--- src/pkg/result_port_pkg.sv ---
// Shared constants for the converter result port and its bus-side reader.
// Assumes a single 20 MHz clock shared by both ends.
`default_nettype none
package result_port_pkg;
	localparam int unsigned MAG_W       = 12;
	localparam int unsigned PORT_W      = 14;
	localparam int unsigned BYTE_W      = 8;
	localparam int unsigned CNT_W       = 14;
	localparam logic [11:0] FULL_SCALE  = 12'hFFF;
	localparam int unsigned LOW_MAG_LSB = 0;
	localparam int unsigned HIGH_MAG_LSB = 8;
	localparam int unsigned SIGN_POS    = 12;
	localparam int unsigned OVER_POS    = 13;
	localparam int unsigned CLK_MHZ     = 20;
	localparam int unsigned RUN_NS      = 2000;
	localparam int unsigned RUN_CYC     = (RUN_NS * CLK_MHZ) / 1000;
	localparam logic [13:0] CNT_RESET   = 14'h0000;
	localparam logic [13:0] CNT_ALL_ONE = 14'h3FFF;
	typedef enum logic [1:0] {
		TEST_GROUND,
		TEST_MID,
		TEST_SUPPLY
	} test_level_t;
endpackage
`default_nettype wire

--- src/pkg/result_port_if.sv ---
// Pin-level join between the converter's result port and a bus reader.
// Assumes the bus reader resolves data lines from the output enables.
`timescale 1ns/1ps
`default_nettype none
interface result_port_if;
	logic        chip_enable_n;
	logic        upper_byte_select_n;
	logic        lower_byte_select_n;
	logic        send;
	logic        run_hold;
	logic        status;
	logic [13:0] data;
	logic [13:0] data_oe;
	modport device (
		input  chip_enable_n,
		input  upper_byte_select_n,
		input  lower_byte_select_n,
		input  send,
		input  run_hold,
		output status,
		output data,
		output data_oe
	);
	modport host (
		output chip_enable_n,
		output upper_byte_select_n,
		output lower_byte_select_n,
		output send,
		output run_hold,
		input  status,
		input  data,
		input  data_oe
	);
endinterface
`default_nettype wire

--- src/logic/pin_sync.sv ---
// Two-flop synchroniser for a bus of asynchronous pin levels.
// Assumes the destination clock is mclk_in.
`timescale 1ns/1ps
`default_nettype none
module pin_sync #(
	parameter int unsigned W = 1
) (
	input  wire logic         mclk_in,
	input  wire logic         resetn_in,
	input  wire logic [W-1:0] async_in,
	input  wire logic [W-1:0] reset_val_in,
	output logic      [W-1:0] sync_out
);
	logic [W-1:0] meta_q;
	logic [W-1:0] meta_d;
	logic [W-1:0] sync_q;
	logic [W-1:0] sync_d;

	always_comb
	begin
		meta_d = async_in;
		sync_d = meta_q;
	end

	// The reset value is a strap-like constant from the caller, loaded synchronously.
	always_ff @(posedge mclk_in)
	begin
		if (!resetn_in)
		begin
			meta_q <= reset_val_in;
			sync_q <= reset_val_in;
		end
		else
		begin
			meta_q <= meta_d;
			sync_q <= sync_d;
		end
	end

	assign sync_out = sync_q;
endmodule // pin_sync
`default_nettype wire

--- src/logic/result_port_device.sv ---
// Result counter, output latches and three-state byte port of the converter.
// Assumes the bus side keeps send high and drives enables from its own logic.
`timescale 1ns/1ps
`default_nettype none
module result_port_device (
	input  wire logic                        mclk_in,
	input  wire logic                        resetn_in,
	input  wire result_port_pkg::test_level_t test_level_in,
	input  wire logic                        conv_done_in,
	input  wire logic [11:0]                 magnitude_in,
	input  wire logic                        sign_bit_in,
	input  wire logic                        overrange_in,
	input  wire logic                        count_clk_in,
	output logic                             converting_out,
	output logic [13:0]                      counter_out,
	result_port_if.device                    port
);
	logic [4:0]                   pins_sync;
	logic [1:0]                   level_sync;
	result_port_pkg::test_level_t test_level_s;
	logic                         ce_n_s;
	logic                         up_n_s;
	logic                         lo_n_s;
	logic                         run_s;
	logic                         send_s;
	logic                         test_ground;
	logic                         test_mid;
	logic                         counting;
	logic                         conv_start;
	logic                         conv_end;
	logic [13:0]                  result_word;
	logic [13:0]                  count_q;
	logic [13:0]                  count_d;
	logic [13:0]                  latch_q;
	logic [13:0]                  latch_d;
	logic                         test_low_q;
	logic                         test_low_d;
	logic                         busy_q;
	logic                         busy_d;
	logic                         status_q;
	logic                         status_d;
	logic [13:0]                  view;
	logic [13:0]                  oe;

	// Run resets low, so leaving reset never looks like a start request.
	pin_sync #(
		.W (5)
	) u_sync (
		.mclk_in      (mclk_in),
		.resetn_in    (resetn_in),
		.async_in     ({port.chip_enable_n, port.upper_byte_select_n, port.lower_byte_select_n,
		                port.run_hold, port.send}),
		.reset_val_in (5'h1D),
		.sync_out     (pins_sync)
	);
	assign {ce_n_s, up_n_s, lo_n_s, run_s, send_s} = pins_sync;

	// The test pin is a board level as well, so it is synchronised like the bus pins.
	pin_sync #(
		.W (2)
	) u_level_sync (
		.mclk_in      (mclk_in),
		.resetn_in    (resetn_in),
		.async_in     (test_level_in),
		.reset_val_in (result_port_pkg::TEST_SUPPLY),
		.sync_out     (level_sync)
	);
	assign test_level_s = result_port_pkg::test_level_t'(level_sync);

	assign test_ground = (test_level_s == result_port_pkg::TEST_GROUND);
	assign test_mid    = (test_level_s == result_port_pkg::TEST_MID);
	// Ground and the first clock after it own the counter, so conversions wait meanwhile.
	assign counting    = !test_ground && !test_low_q;
	assign conv_start  = counting && !busy_q && run_s;
	assign conv_end    = counting && busy_q && conv_done_in;
	assign result_word = {overrange_in, sign_bit_in, magnitude_in};

	always_comb
	begin
		test_low_d = test_ground;
	end

	always_ff @(posedge mclk_in)
	begin
		if (!resetn_in)
		begin
			test_low_q <= 1'b0;
		end
		else
		begin
			test_low_q <= test_low_d;
		end
	end

	// A start is taken only while idle, so a run level held too long restarts at once.
	always_comb
	begin
		busy_d   = busy_q;
		status_d = status_q;
		if (conv_start)
		begin
			busy_d   = 1'b1;
			status_d = 1'b1;
		end
		else if (conv_end)
		begin
			busy_d   = 1'b0;
			status_d = 1'b0;
		end
	end

	always_ff @(posedge mclk_in)
	begin
		if (!resetn_in)
		begin
			busy_q   <= 1'b0;
			status_q <= 1'b0;
		end
		else
		begin
			busy_q   <= busy_d;
			status_q <= status_d;
		end
	end

	always_comb
	begin
		count_d = count_q;
		if (test_ground)
		begin
			count_d = result_port_pkg::CNT_ALL_ONE;
		end
		else if (test_low_q)
		begin
			count_d = result_port_pkg::CNT_RESET;
		end
		else if (conv_end)
		begin
			count_d = result_word;
		end
		else if (count_clk_in)
		begin
			if (count_q[11:0] == result_port_pkg::FULL_SCALE)
			begin
				count_d[11:0] = 12'h000;
				count_d[result_port_pkg::OVER_POS] = 1'b1;
			end
			else
			begin
				count_d[11:0] = count_q[11:0] + 12'h001;
			end
		end
	end

	always_ff @(posedge mclk_in)
	begin
		if (!resetn_in)
		begin
			count_q <= result_port_pkg::CNT_RESET;
		end
		else
		begin
			count_q <= count_d;
		end
	end

	always_comb
	begin
		latch_d = latch_q;
		if (conv_end)
		begin
			latch_d = result_word;
		end
	end

	always_ff @(posedge mclk_in)
	begin
		if (!resetn_in)
		begin
			latch_q <= result_port_pkg::CNT_RESET;
		end
		else
		begin
			latch_q <= latch_d;
		end
	end

	// Mid-level test lets the live counter straight through the latches.
	assign view = test_mid ? count_q : latch_q;

	// Send is sampled but unused: direct mode assumes it is tied high.
	always_comb
	begin
		oe = 14'h0000;
		if (!ce_n_s)
		begin
			if (!lo_n_s)
			begin
				oe[7:0] = 8'hFF;
			end
			if (!up_n_s)
			begin
				oe[13:8] = 6'h3F;
			end
		end
	end

	assign port.data      = view;
	assign port.data_oe   = oe;
	assign port.status    = status_q;
	assign converting_out = busy_q;
	assign counter_out    = count_q;

	logic unused_send;
	assign unused_send = send_s;
endmodule // result_port_device
`default_nettype wire

--- src/flat_wrapper.sv ---
// flat-port wrapper written by rule: the top's interface ports become plain ports
module result_port_device_flat 
  (mclk_in, resetn_in, test_level_in, conv_done_in, magnitude_in, sign_bit_in, overrange_in, count_clk_in, converting_out, counter_out, port_chip_enable_n, port_upper_byte_select_n, port_lower_byte_select_n, port_send, port_run_hold, port_status, port_data, port_data_oe);
  result_port_if port_i ();
  input  wire logic mclk_in;
  input  wire logic resetn_in;
  input  wire result_port_pkg::test_level_t test_level_in;
  input  wire logic conv_done_in;
  input  wire logic [11:0] magnitude_in;
  input  wire logic sign_bit_in;
  input  wire logic overrange_in;
  input  wire logic count_clk_in;
  output logic converting_out;
  output logic [13:0] counter_out;
  input wire logic [$bits(port_i.chip_enable_n)-1:0] port_chip_enable_n;
  input wire logic [$bits(port_i.upper_byte_select_n)-1:0] port_upper_byte_select_n;
  input wire logic [$bits(port_i.lower_byte_select_n)-1:0] port_lower_byte_select_n;
  input wire logic [$bits(port_i.send)-1:0] port_send;
  input wire logic [$bits(port_i.run_hold)-1:0] port_run_hold;
  output wire logic [$bits(port_i.status)-1:0] port_status;
  output wire logic [$bits(port_i.data)-1:0] port_data;
  output wire logic [$bits(port_i.data_oe)-1:0] port_data_oe;
  assign port_i.chip_enable_n = port_chip_enable_n;
  assign port_i.upper_byte_select_n = port_upper_byte_select_n;
  assign port_i.lower_byte_select_n = port_lower_byte_select_n;
  assign port_i.send = port_send;
  assign port_i.run_hold = port_run_hold;
  assign port_status = port_i.status;
  assign port_data = port_i.data;
  assign port_data_oe = port_i.data_oe;
  result_port_device u_core (.mclk_in(mclk_in), .resetn_in(resetn_in), .test_level_in(test_level_in), .conv_done_in(conv_done_in), .magnitude_in(magnitude_in), .sign_bit_in(sign_bit_in), .overrange_in(overrange_in), .count_clk_in(count_clk_in), .converting_out(converting_out), .counter_out(counter_out), .port(port_i));
endmodule
--- config.mk ---
export PLATFORM = sky130hd
export DESIGN_NAME = result_port_device_flat
export DESIGN_NICKNAME = d
export VERILOG_FILES = /design/src/pkg/result_port_pkg.sv /design/src/pkg/result_port_if.sv /design/src/logic/pin_sync.sv /design/src/logic/result_port_device.sv /design/src/flat_wrapper.sv
export SDC_FILE = /design/constraint.sdc
export NUM_CORES = 1
export LEC_CHECK = 0
export BUFFER_PORTS_ARGS = -buffer_cell sky130_fd_sc_hd__buf_2
export CORE_UTILIZATION = 54
export DETAILED_ROUTE_END_ITERATION = 10
export PLACE_DENSITY = 0.84
export SLEW_MARGIN = 20
export SYNTH_ARGS = -nofsm -noshare
export SYNTH_HDL_FRONTEND = slang
export SYNTH_SLANG_ARGS = --single-unit
--- constraint.sdc ---
create_clock -name mclk_in -period 2.9 [get_ports mclk_in]
set_clock_uncertainty 0.05 [all_clocks]
set_input_delay 0.435 -clock mclk_in [delete_from_list [all_inputs] [get_ports mclk_in]]
set_output_delay 0.435 -clock mclk_in [all_outputs]
set_load 0.01 [all_outputs]
==> metrics.cfg, run 1 <==
[final_layout]
drive_above_1_share_pct=35.3
instances_no_fill=337
syn2layout_area_growth_pct=17.4
diodes=0
num-fill-cells=305
finalNetCount=314
fin_area_mm2=0.00246

[global_route]
grt_max_degree=38
grt.total_usage_pct=25.1
antenna_found_initial=0
gr-total-overflow=0
grt_pass1_wl_um=8000
grt_pass1_vias=1752

[timing]
fin_crit_ns=2.28
fin_ws_ns=0.617
rsz0062_at_grt=no
max_freq_mhz=438
setup_viol=0
tightest_slew_ns=0.430
hold_viol_final=0
maxSlewHeadroom_pct=70.6
fin_crit_sh_pct=78.7
slew_viol_final=0
final.setup.tns_ns=0

[synthesis]
avgSynthCellArea_um2=8.96
synth-edff-count=0
syn_inst=234
synthFlopType=dfxtp_1
synth_seq_cells=42
yosysWarnings=0
mappedNetlistArea_mm2=0.00210
synthesis.nets=260
post_synth_num_cell_types=48
synth.yosys.seq_area_share_pct=40.1
async_flop_share_pct=0

[pwr]
p_leak_nw=1.10
ir_worst_vdd_uv=272
power.density_mw_per_mm2=486
total_power_w=0.00120

[clocking]
ctsHoldBuffers=0
h-tree-depth=2
clock_sinks=42
postCtsSetupRepairBufs=0
cts_buffer_depth=2
worstSkewPairLatency_ns=0.29
cts_tree=yes
cts-root-buf=clkbuf_8
clk_transition_reported_paths_ns=0.07
cts_resized=0
cts_made_buffers=5

[critical_path]
cp.depth=4
r2r_end=u_core.counter_out[5]
crit_path_max_fanout=8
rr_worst_depth=5
r2r_slack_ns=1.02
critPathArrivalTime_ns=1.80
path_cells=nand2b_1, buf_4, mux2_2, buf_2
path_buf_inv=2
cpPeakStageDelay_ns=0.39
critPathRequiredTime_ns=2.41
path_delay_family=buffers and inverters
regToRegStartpoint=u_core.test_low_q
worstSetupEndpointType=output pin
critPathSlowestCell=nand2b_1
cp-start-kind=register
worstSetupPathType=reg2out

[route]
first_pass_iters=4
wl_per_cell_um=14.0
drt-total-wl_um=4730
antenna_left=0
drt_iter0_drc=86
vias=1920
drc=0
vias_per_cell=5.70

[floorplan]
fp.dieH_um=64.3
row_count=22
pin_count=69
fp.coreArea_mm2=0.00369
start_util_pct=56.9
die_w_um=64.3
design.die.area_mm2=0.00414

[place]
portBuffers=67
place_hpwl_um=3290
pre_cts_ws_ns=0.911
postPlaceCellArea_mm2=0.00237
dpl.cell_count=329
place_congestion=0.806

[status]
status=finished clean

[hold_path]
min_to=u_core.u_level_sync.meta_q[1]
hold_class=in2reg
hold_depth=2
hold_start=test_level_in[1]

[job]
drv_cap=0

==> placed cells by master (no fill, tap or decap), types with 2 or more instances in the layout <==
| cell | synthesis | layout |
|---|---|---|
| nand3_1 | 9 | 9 |
| buf_4 | 14 | 3 |
| nand2_1 | 35 | 35 |
| nor3_1 | 2 | 2 |
| mux2_2 | 14 | 14 |
| a21oi_1 | 7 | 7 |
| and3_1 | 2 | 2 |
| o21ai_0 | 11 | 11 |
| a31oi_1 | 11 | 11 |
| a21oi_2 | 2 | 2 |
| nand4_1 | 3 | 3 |
| clkbuf_8 | 0 | 6 |
| buf_2 | 5 | 67 |
| a211oi_1 | 3 | 3 |
| dfxtp_1 | 42 | 42 |
| a221oi_1 | 2 | 2 |
| nor2_1 | 7 | 7 |
| xor2_1 | 3 | 3 |
| and2_1 | 6 | 6 |
| a21boi_0 | 15 | 15 |
| nand2b_1 | 9 | 9 |
| o221ai_1 | 2 | 2 |
==> worst max path at each step <==
stage | start | endpoint
global route | u_core.u_level_sync.sync_out[1] | port_data[8]
CTS | u_core.u_level_sync.sync_out[1] | port_data[12]
floorplan | u_core.counter_out[0] | u_core.counter_out[6]
global placement | u_core.u_level_sync.sync_out[1] | port_data[7]
detailed placement | u_core.u_level_sync.sync_out[1] | port_data[12]
finish | u_core.u_level_sync.sync_out[1] | port_data[12]
==> layer usage <==
layer	up-vias	GRT usage [%]	wire (um)
li1	951	-	-
met1	903	30.8	2160
met5	-	0	0
met2	59	43.2	2300
met3	7	3.57	198
met4	0	11.1	59
==> kinds of logic (layout without fill, tap and decap cells) <==
logic type	Yosys count	after routing	synth area share, %
multiplexers	14	14	7.52
adder cells (fa/ha/maj)	1	1	0.597
AO/OA/AOI/OAI	67	67	22.6
flip-flops	42	42	40.1
XOR/XNOR	3	3	1.25
buffers and inverters	23	78	6.92
AND/OR/NAND/NOR	84	84	21.0
==> synthesized netlist by cell type (2+ instances only) <==
library cell / number / area share [%]
dfxtp_1: 42 / 40
nand2_1: 35 / 6.3
a21boi_0: 15 / 5.4
buf_4: 14 / 5.0
mux2_2: 14 / 7.5
a31oi_1: 11 / 3.3
o21ai_0: 11 / 2.6
nand2b_1: 9 / 2.7
nand3_1: 9 / 2.1
a21oi_1: 7 / 1.7
nor2_1: 7 / 1.3
and2_1: 6 / 1.8
buf_2: 5 / 1.2
clkbuf_1: 4 / 0.72
a211oi_1: 3 / 1.1
nand4_1: 3 / 0.90
xor2_1: 3 / 1.3
a21oi_2: 2 / 0.84
a221oi_1: 2 / 0.84
and3_1: 2 / 0.60
nor3_1: 2 / 0.48
o221ai_1: 2 / 0.84
==> metrics by stage <==
stage                     util, %  hold slack (ns)
final                        66.7            0.272
after global routing         66.7            0.269
after detailed placement     64.2            0.343
after global placement       64.2            0.339
after floorplan                 -            0.336
after CTS                    66.7            0.277
==> cell type report <==
type / count / area [um^2] / share of cell area [%]
Multi-Input combinational cell: 169 / 1110 / 45.1
Timing Repair Buffer: 70 / 358 / 14.5
Sequential cell: 42 / 841 / 34.2
Tap cell: 48 / 60.1 / 2.44
Clock buffer: 7 / 86.3 / 3.51
Clock inverter: 1 / 5.00 / 0.203
==> flip-flops by register name, indices dropped and copies added, names as in the netlist <==
signal and flops:
u_core.converting_out 1, u_core.counter_out 14, u_core.latch_q 14, u_core.test_low_q 1, u_core.u_level_sync.meta_q 2, u_core.u_level_sync.sync_out 2, u_core.u_sync.meta_q 4, u_core.u_sync.sync_out 4
==> where the power goes <==
part	total, W	switching, W	internal (W)
Combinational	0.000164	0.0000877	0.0000762
Clock	0.000384	0.000192	0.000192
Sequential	0.000649	0.0000404	0.000608
Note: power is estimated with default switching activity, not from simulation.
==> inputs of run 2 (changes only) <==
ABC_AREA = 1   (was not set)
CORE_UTILIZATION = 45   (was 54)
PLACE_DENSITY = 0.75   (was 0.84)
clock period = 2.1 ns   (was 2.9 ns; I/O delays follow)
==> run 2 against run 1 <==
The flow now finishes with violations (DRC). Worst setup slack lost 0.40 ns. Hold slack lost 0.13 ns. Clock power grew 69%. Critical path depth grew 2. Core utilization shrank 11 points. Critical path type unchanged. Largest cell class unchanged.
==> metrics.cfg, run 2 <==
[synthesis]
synth.yosys.seq_area_share_pct=39.7  ; -0.43 points
synth_common_cells=79 x nand2_1, 42 x dfxtp_1, 28 x a21oi_1
synthFlopType=dfxtp_1
mappedNetlistArea_mm2=0.00212  ; +1.1%
synth_seq_cells=42  ; unchanged
syn_inst=293  ; +25%
synth_area_leaders=dfxtp_1 40%, nand2_1 14%, a21oi_1 6.6%, buf_4 5.0%, o21ai_0 4.5%
async_flop_share_pct=0  ; unchanged
avgSynthCellArea_um2=7.23  ; -19%
yosysTopAreaCellShare_pct=39.7  ; -0.43 points
synth_most_common_cell=nand2_1
synthesis.nets=319  ; +23%
yosysWarnings=0  ; unchanged
synth_top_area_cell=dfxtp_1
synth-edff-count=0  ; unchanged
post_synth_num_cell_types=28  ; -42%

[critical_path]
worstSetupPathType=reg2out
critPathRequiredTime_ns=1.74  ; -0.67 ns
crit_path_max_fanout=17  ; +9
r2r_slack_ns=0.34  ; -0.68 ns
critical_path.endpoint=port_data[0]
regToRegStartpoint=u_core.u_level_sync.sync_out[1]
r2r_end=u_core.counter_out[3]
cp-start-kind=register
rr_worst_depth=6  ; +1
worstSetupEndpointType=output pin
critPathLaunch=u_core.u_level_sync.sync_out[1]
critPathArrivalTime_ns=1.52  ; -0.28 ns

[place]
portBuffers=67  ; unchanged
pre_cts_ws_ns=0.334  ; -0.577 ns
dpl.cell_count=389  ; +18%
place_congestion=0.791  ; -1.8%
place_hpwl_um=3330  ; +1.3%

[floorplan]
die_w_um=70.6  ; +9.8%
design.die.area_mm2=0.00499  ; +21%
fp.dieH_um=70.6  ; +9.8%
row_count=24  ; +9.1%
start_util_pct=47.7  ; -9.2 points
pin_count=69  ; unchanged
fp.coreArea_mm2=0.00444  ; +20%

[global_route]
grt_pass1_wl_um=7450  ; -6.9%
antenna_found_initial=0  ; unchanged
grt.total_usage_pct=19.1  ; -6.0 points
grt_pass1_vias=1607  ; -8.3%
gr-total-overflow=0  ; unchanged
grt_max_degree=21  ; -45%

[timing]
max_freq_mhz=530
fin_crit_sh_pct=89.8
hold_viol_final=0  ; unchanged
hold_slack_ns=0.140  ; -0.133 ns
setup_viol=0  ; unchanged
fin_ws_ns=0.215  ; -0.402 ns
fin_crit_ns=1.89
final.setup.tns_ns=0  ; unchanged
slew_viol_final=0  ; unchanged
maxSlewHeadroom_pct=38.6  ; -32 points
tightest_slew_ns=0.917  ; +0.487 ns
rsz0062_at_grt=no

[final_layout]
layout_commonest_cell=nand2_1
drive_above_1_share_pct=30.7  ; -4.6 points
finalNetCount=370  ; +18%
instances_no_fill=397  ; +18%
final_cell_mix=78 x nand2_1, 67 x buf_2, 42 x dfxtp_1, 28 x a21oi_1, 25 x inv_1
diodes=0  ; unchanged
fin_util_pct=55.7  ; -11 points
syn2layout_area_growth_pct=16.9

[clocking]
h-tree-depth=2  ; unchanged
cts_resized=0  ; unchanged
ctsHoldBuffers=0  ; unchanged
cts_made_buffers=5  ; unchanged
postCtsSetupRepairBufs=0  ; unchanged
clk_transition_reported_paths_ns=0.08  ; about the same
clock_sinks=42  ; unchanged
cts_buffer_depth=2  ; unchanged
worstSkewPairLatency_ns=0.30  ; about the same
cts-root-buf=clkbuf_8
cts_tree=yes

[route]
antenna_left=0  ; unchanged
wl_per_cell_um=12.0  ; -15%
drc=16  ; +16
vias=1970  ; +2.6%
drt-total-wl_um=4750  ; +0.57%
first_pass_iters=8  ; +4
drt_iter0_drc=144  ; +67%
vias_per_cell=4.96  ; -13%

[pwr]
power.density_mw_per_mm2=724  ; +49%
ir_worst_vdd_uv=396  ; +46%
p_leak_nw=1.26  ; +14%

[status]
status=complete, but fails checks
violations=DRC

[hold_path]
hold_class=in2reg

[job]
drv_cap=0  ; unchanged

==> run 2: cell families (layout without fill, tap and decap cells) <==
logic type      Yosys count  after routing  share of synthesized area (%)
simple gates            126            126                           28.5
compound gates           66             66                           16.0
xor+xnor                  2              2                          0.827
flops                    42             42                           39.7
fa+ha+maj                 1              1                          0.590
buf+inv                  54            106                           13.4
mux                       2              2                           1.06
==> run 2: worst min path at each step <==
stage / cells past startpoint / from / end / slack (ns)
global placement: 1 / u_core.u_sync.meta_q[4] / u_core.u_sync.sync_out[4] / 0.34
global route: 3 / port_run_hold / u_core.u_sync.meta_q[1] / 0.13
floorplan: 2 / u_core.u_level_sync.meta_q[0] / u_core.u_level_sync.sync_out[0] / 0.34
CTS: 3 / test_level_in[0] / u_core.u_level_sync.meta_q[0] / 0.13
detailed placement: 1 / u_core.u_sync.meta_q[4] / u_core.u_sync.sync_out[4] / 0.35
finish: 3 / test_level_in[0] / u_core.u_level_sync.meta_q[0] / 0.14
==> run 2: metrics by stage <==
step / cell area (um^2) / power (W)
floorplan: 2120 / 0.00108
global placement: 2360 / 0.00116
detailed placement: 2360 / 0.00116
CTS: 2470 / 0.00181
global route: 2480 / 0.00189
finish: 2480 / 0.00179
==> run 2: area by class of cell <==
class,count,area [um^2]
clock inverters,3,43.8
well taps,52,65.1
repair buffers,69,350
multi-input cells,197,997
inverters,29,111
flip-flops and latches,42,841
fillers,455,1970
clock buffers,5,68.8
==> run 2: routing by layer <==
layer,part of all wire [%],GRT usage (%),up-vias
li1,-,-,1029
met1,46,24.8,865
met2,46,31.5,71
met3,6.9,5.27,5
met4,1.0,5.33,0
met5,0,0,-
==> run 2: power breakdown <==
group          internal [W]  switching [W]
clock network      0.000356       0.000294
logic              0.000104       0.000151
registers          0.000841      0.0000479
total               0.00130       0.000492
==> run 2: worst max-delay path, stage by stage, from the launching register on <==
cell     delay [ns]
dfxtp_1        0.40
inv_1          0.09
nand2_2        0.17
buf_4          0.25
nand2_1        0.06
o21ai_0        0.09
buf_2          0.17
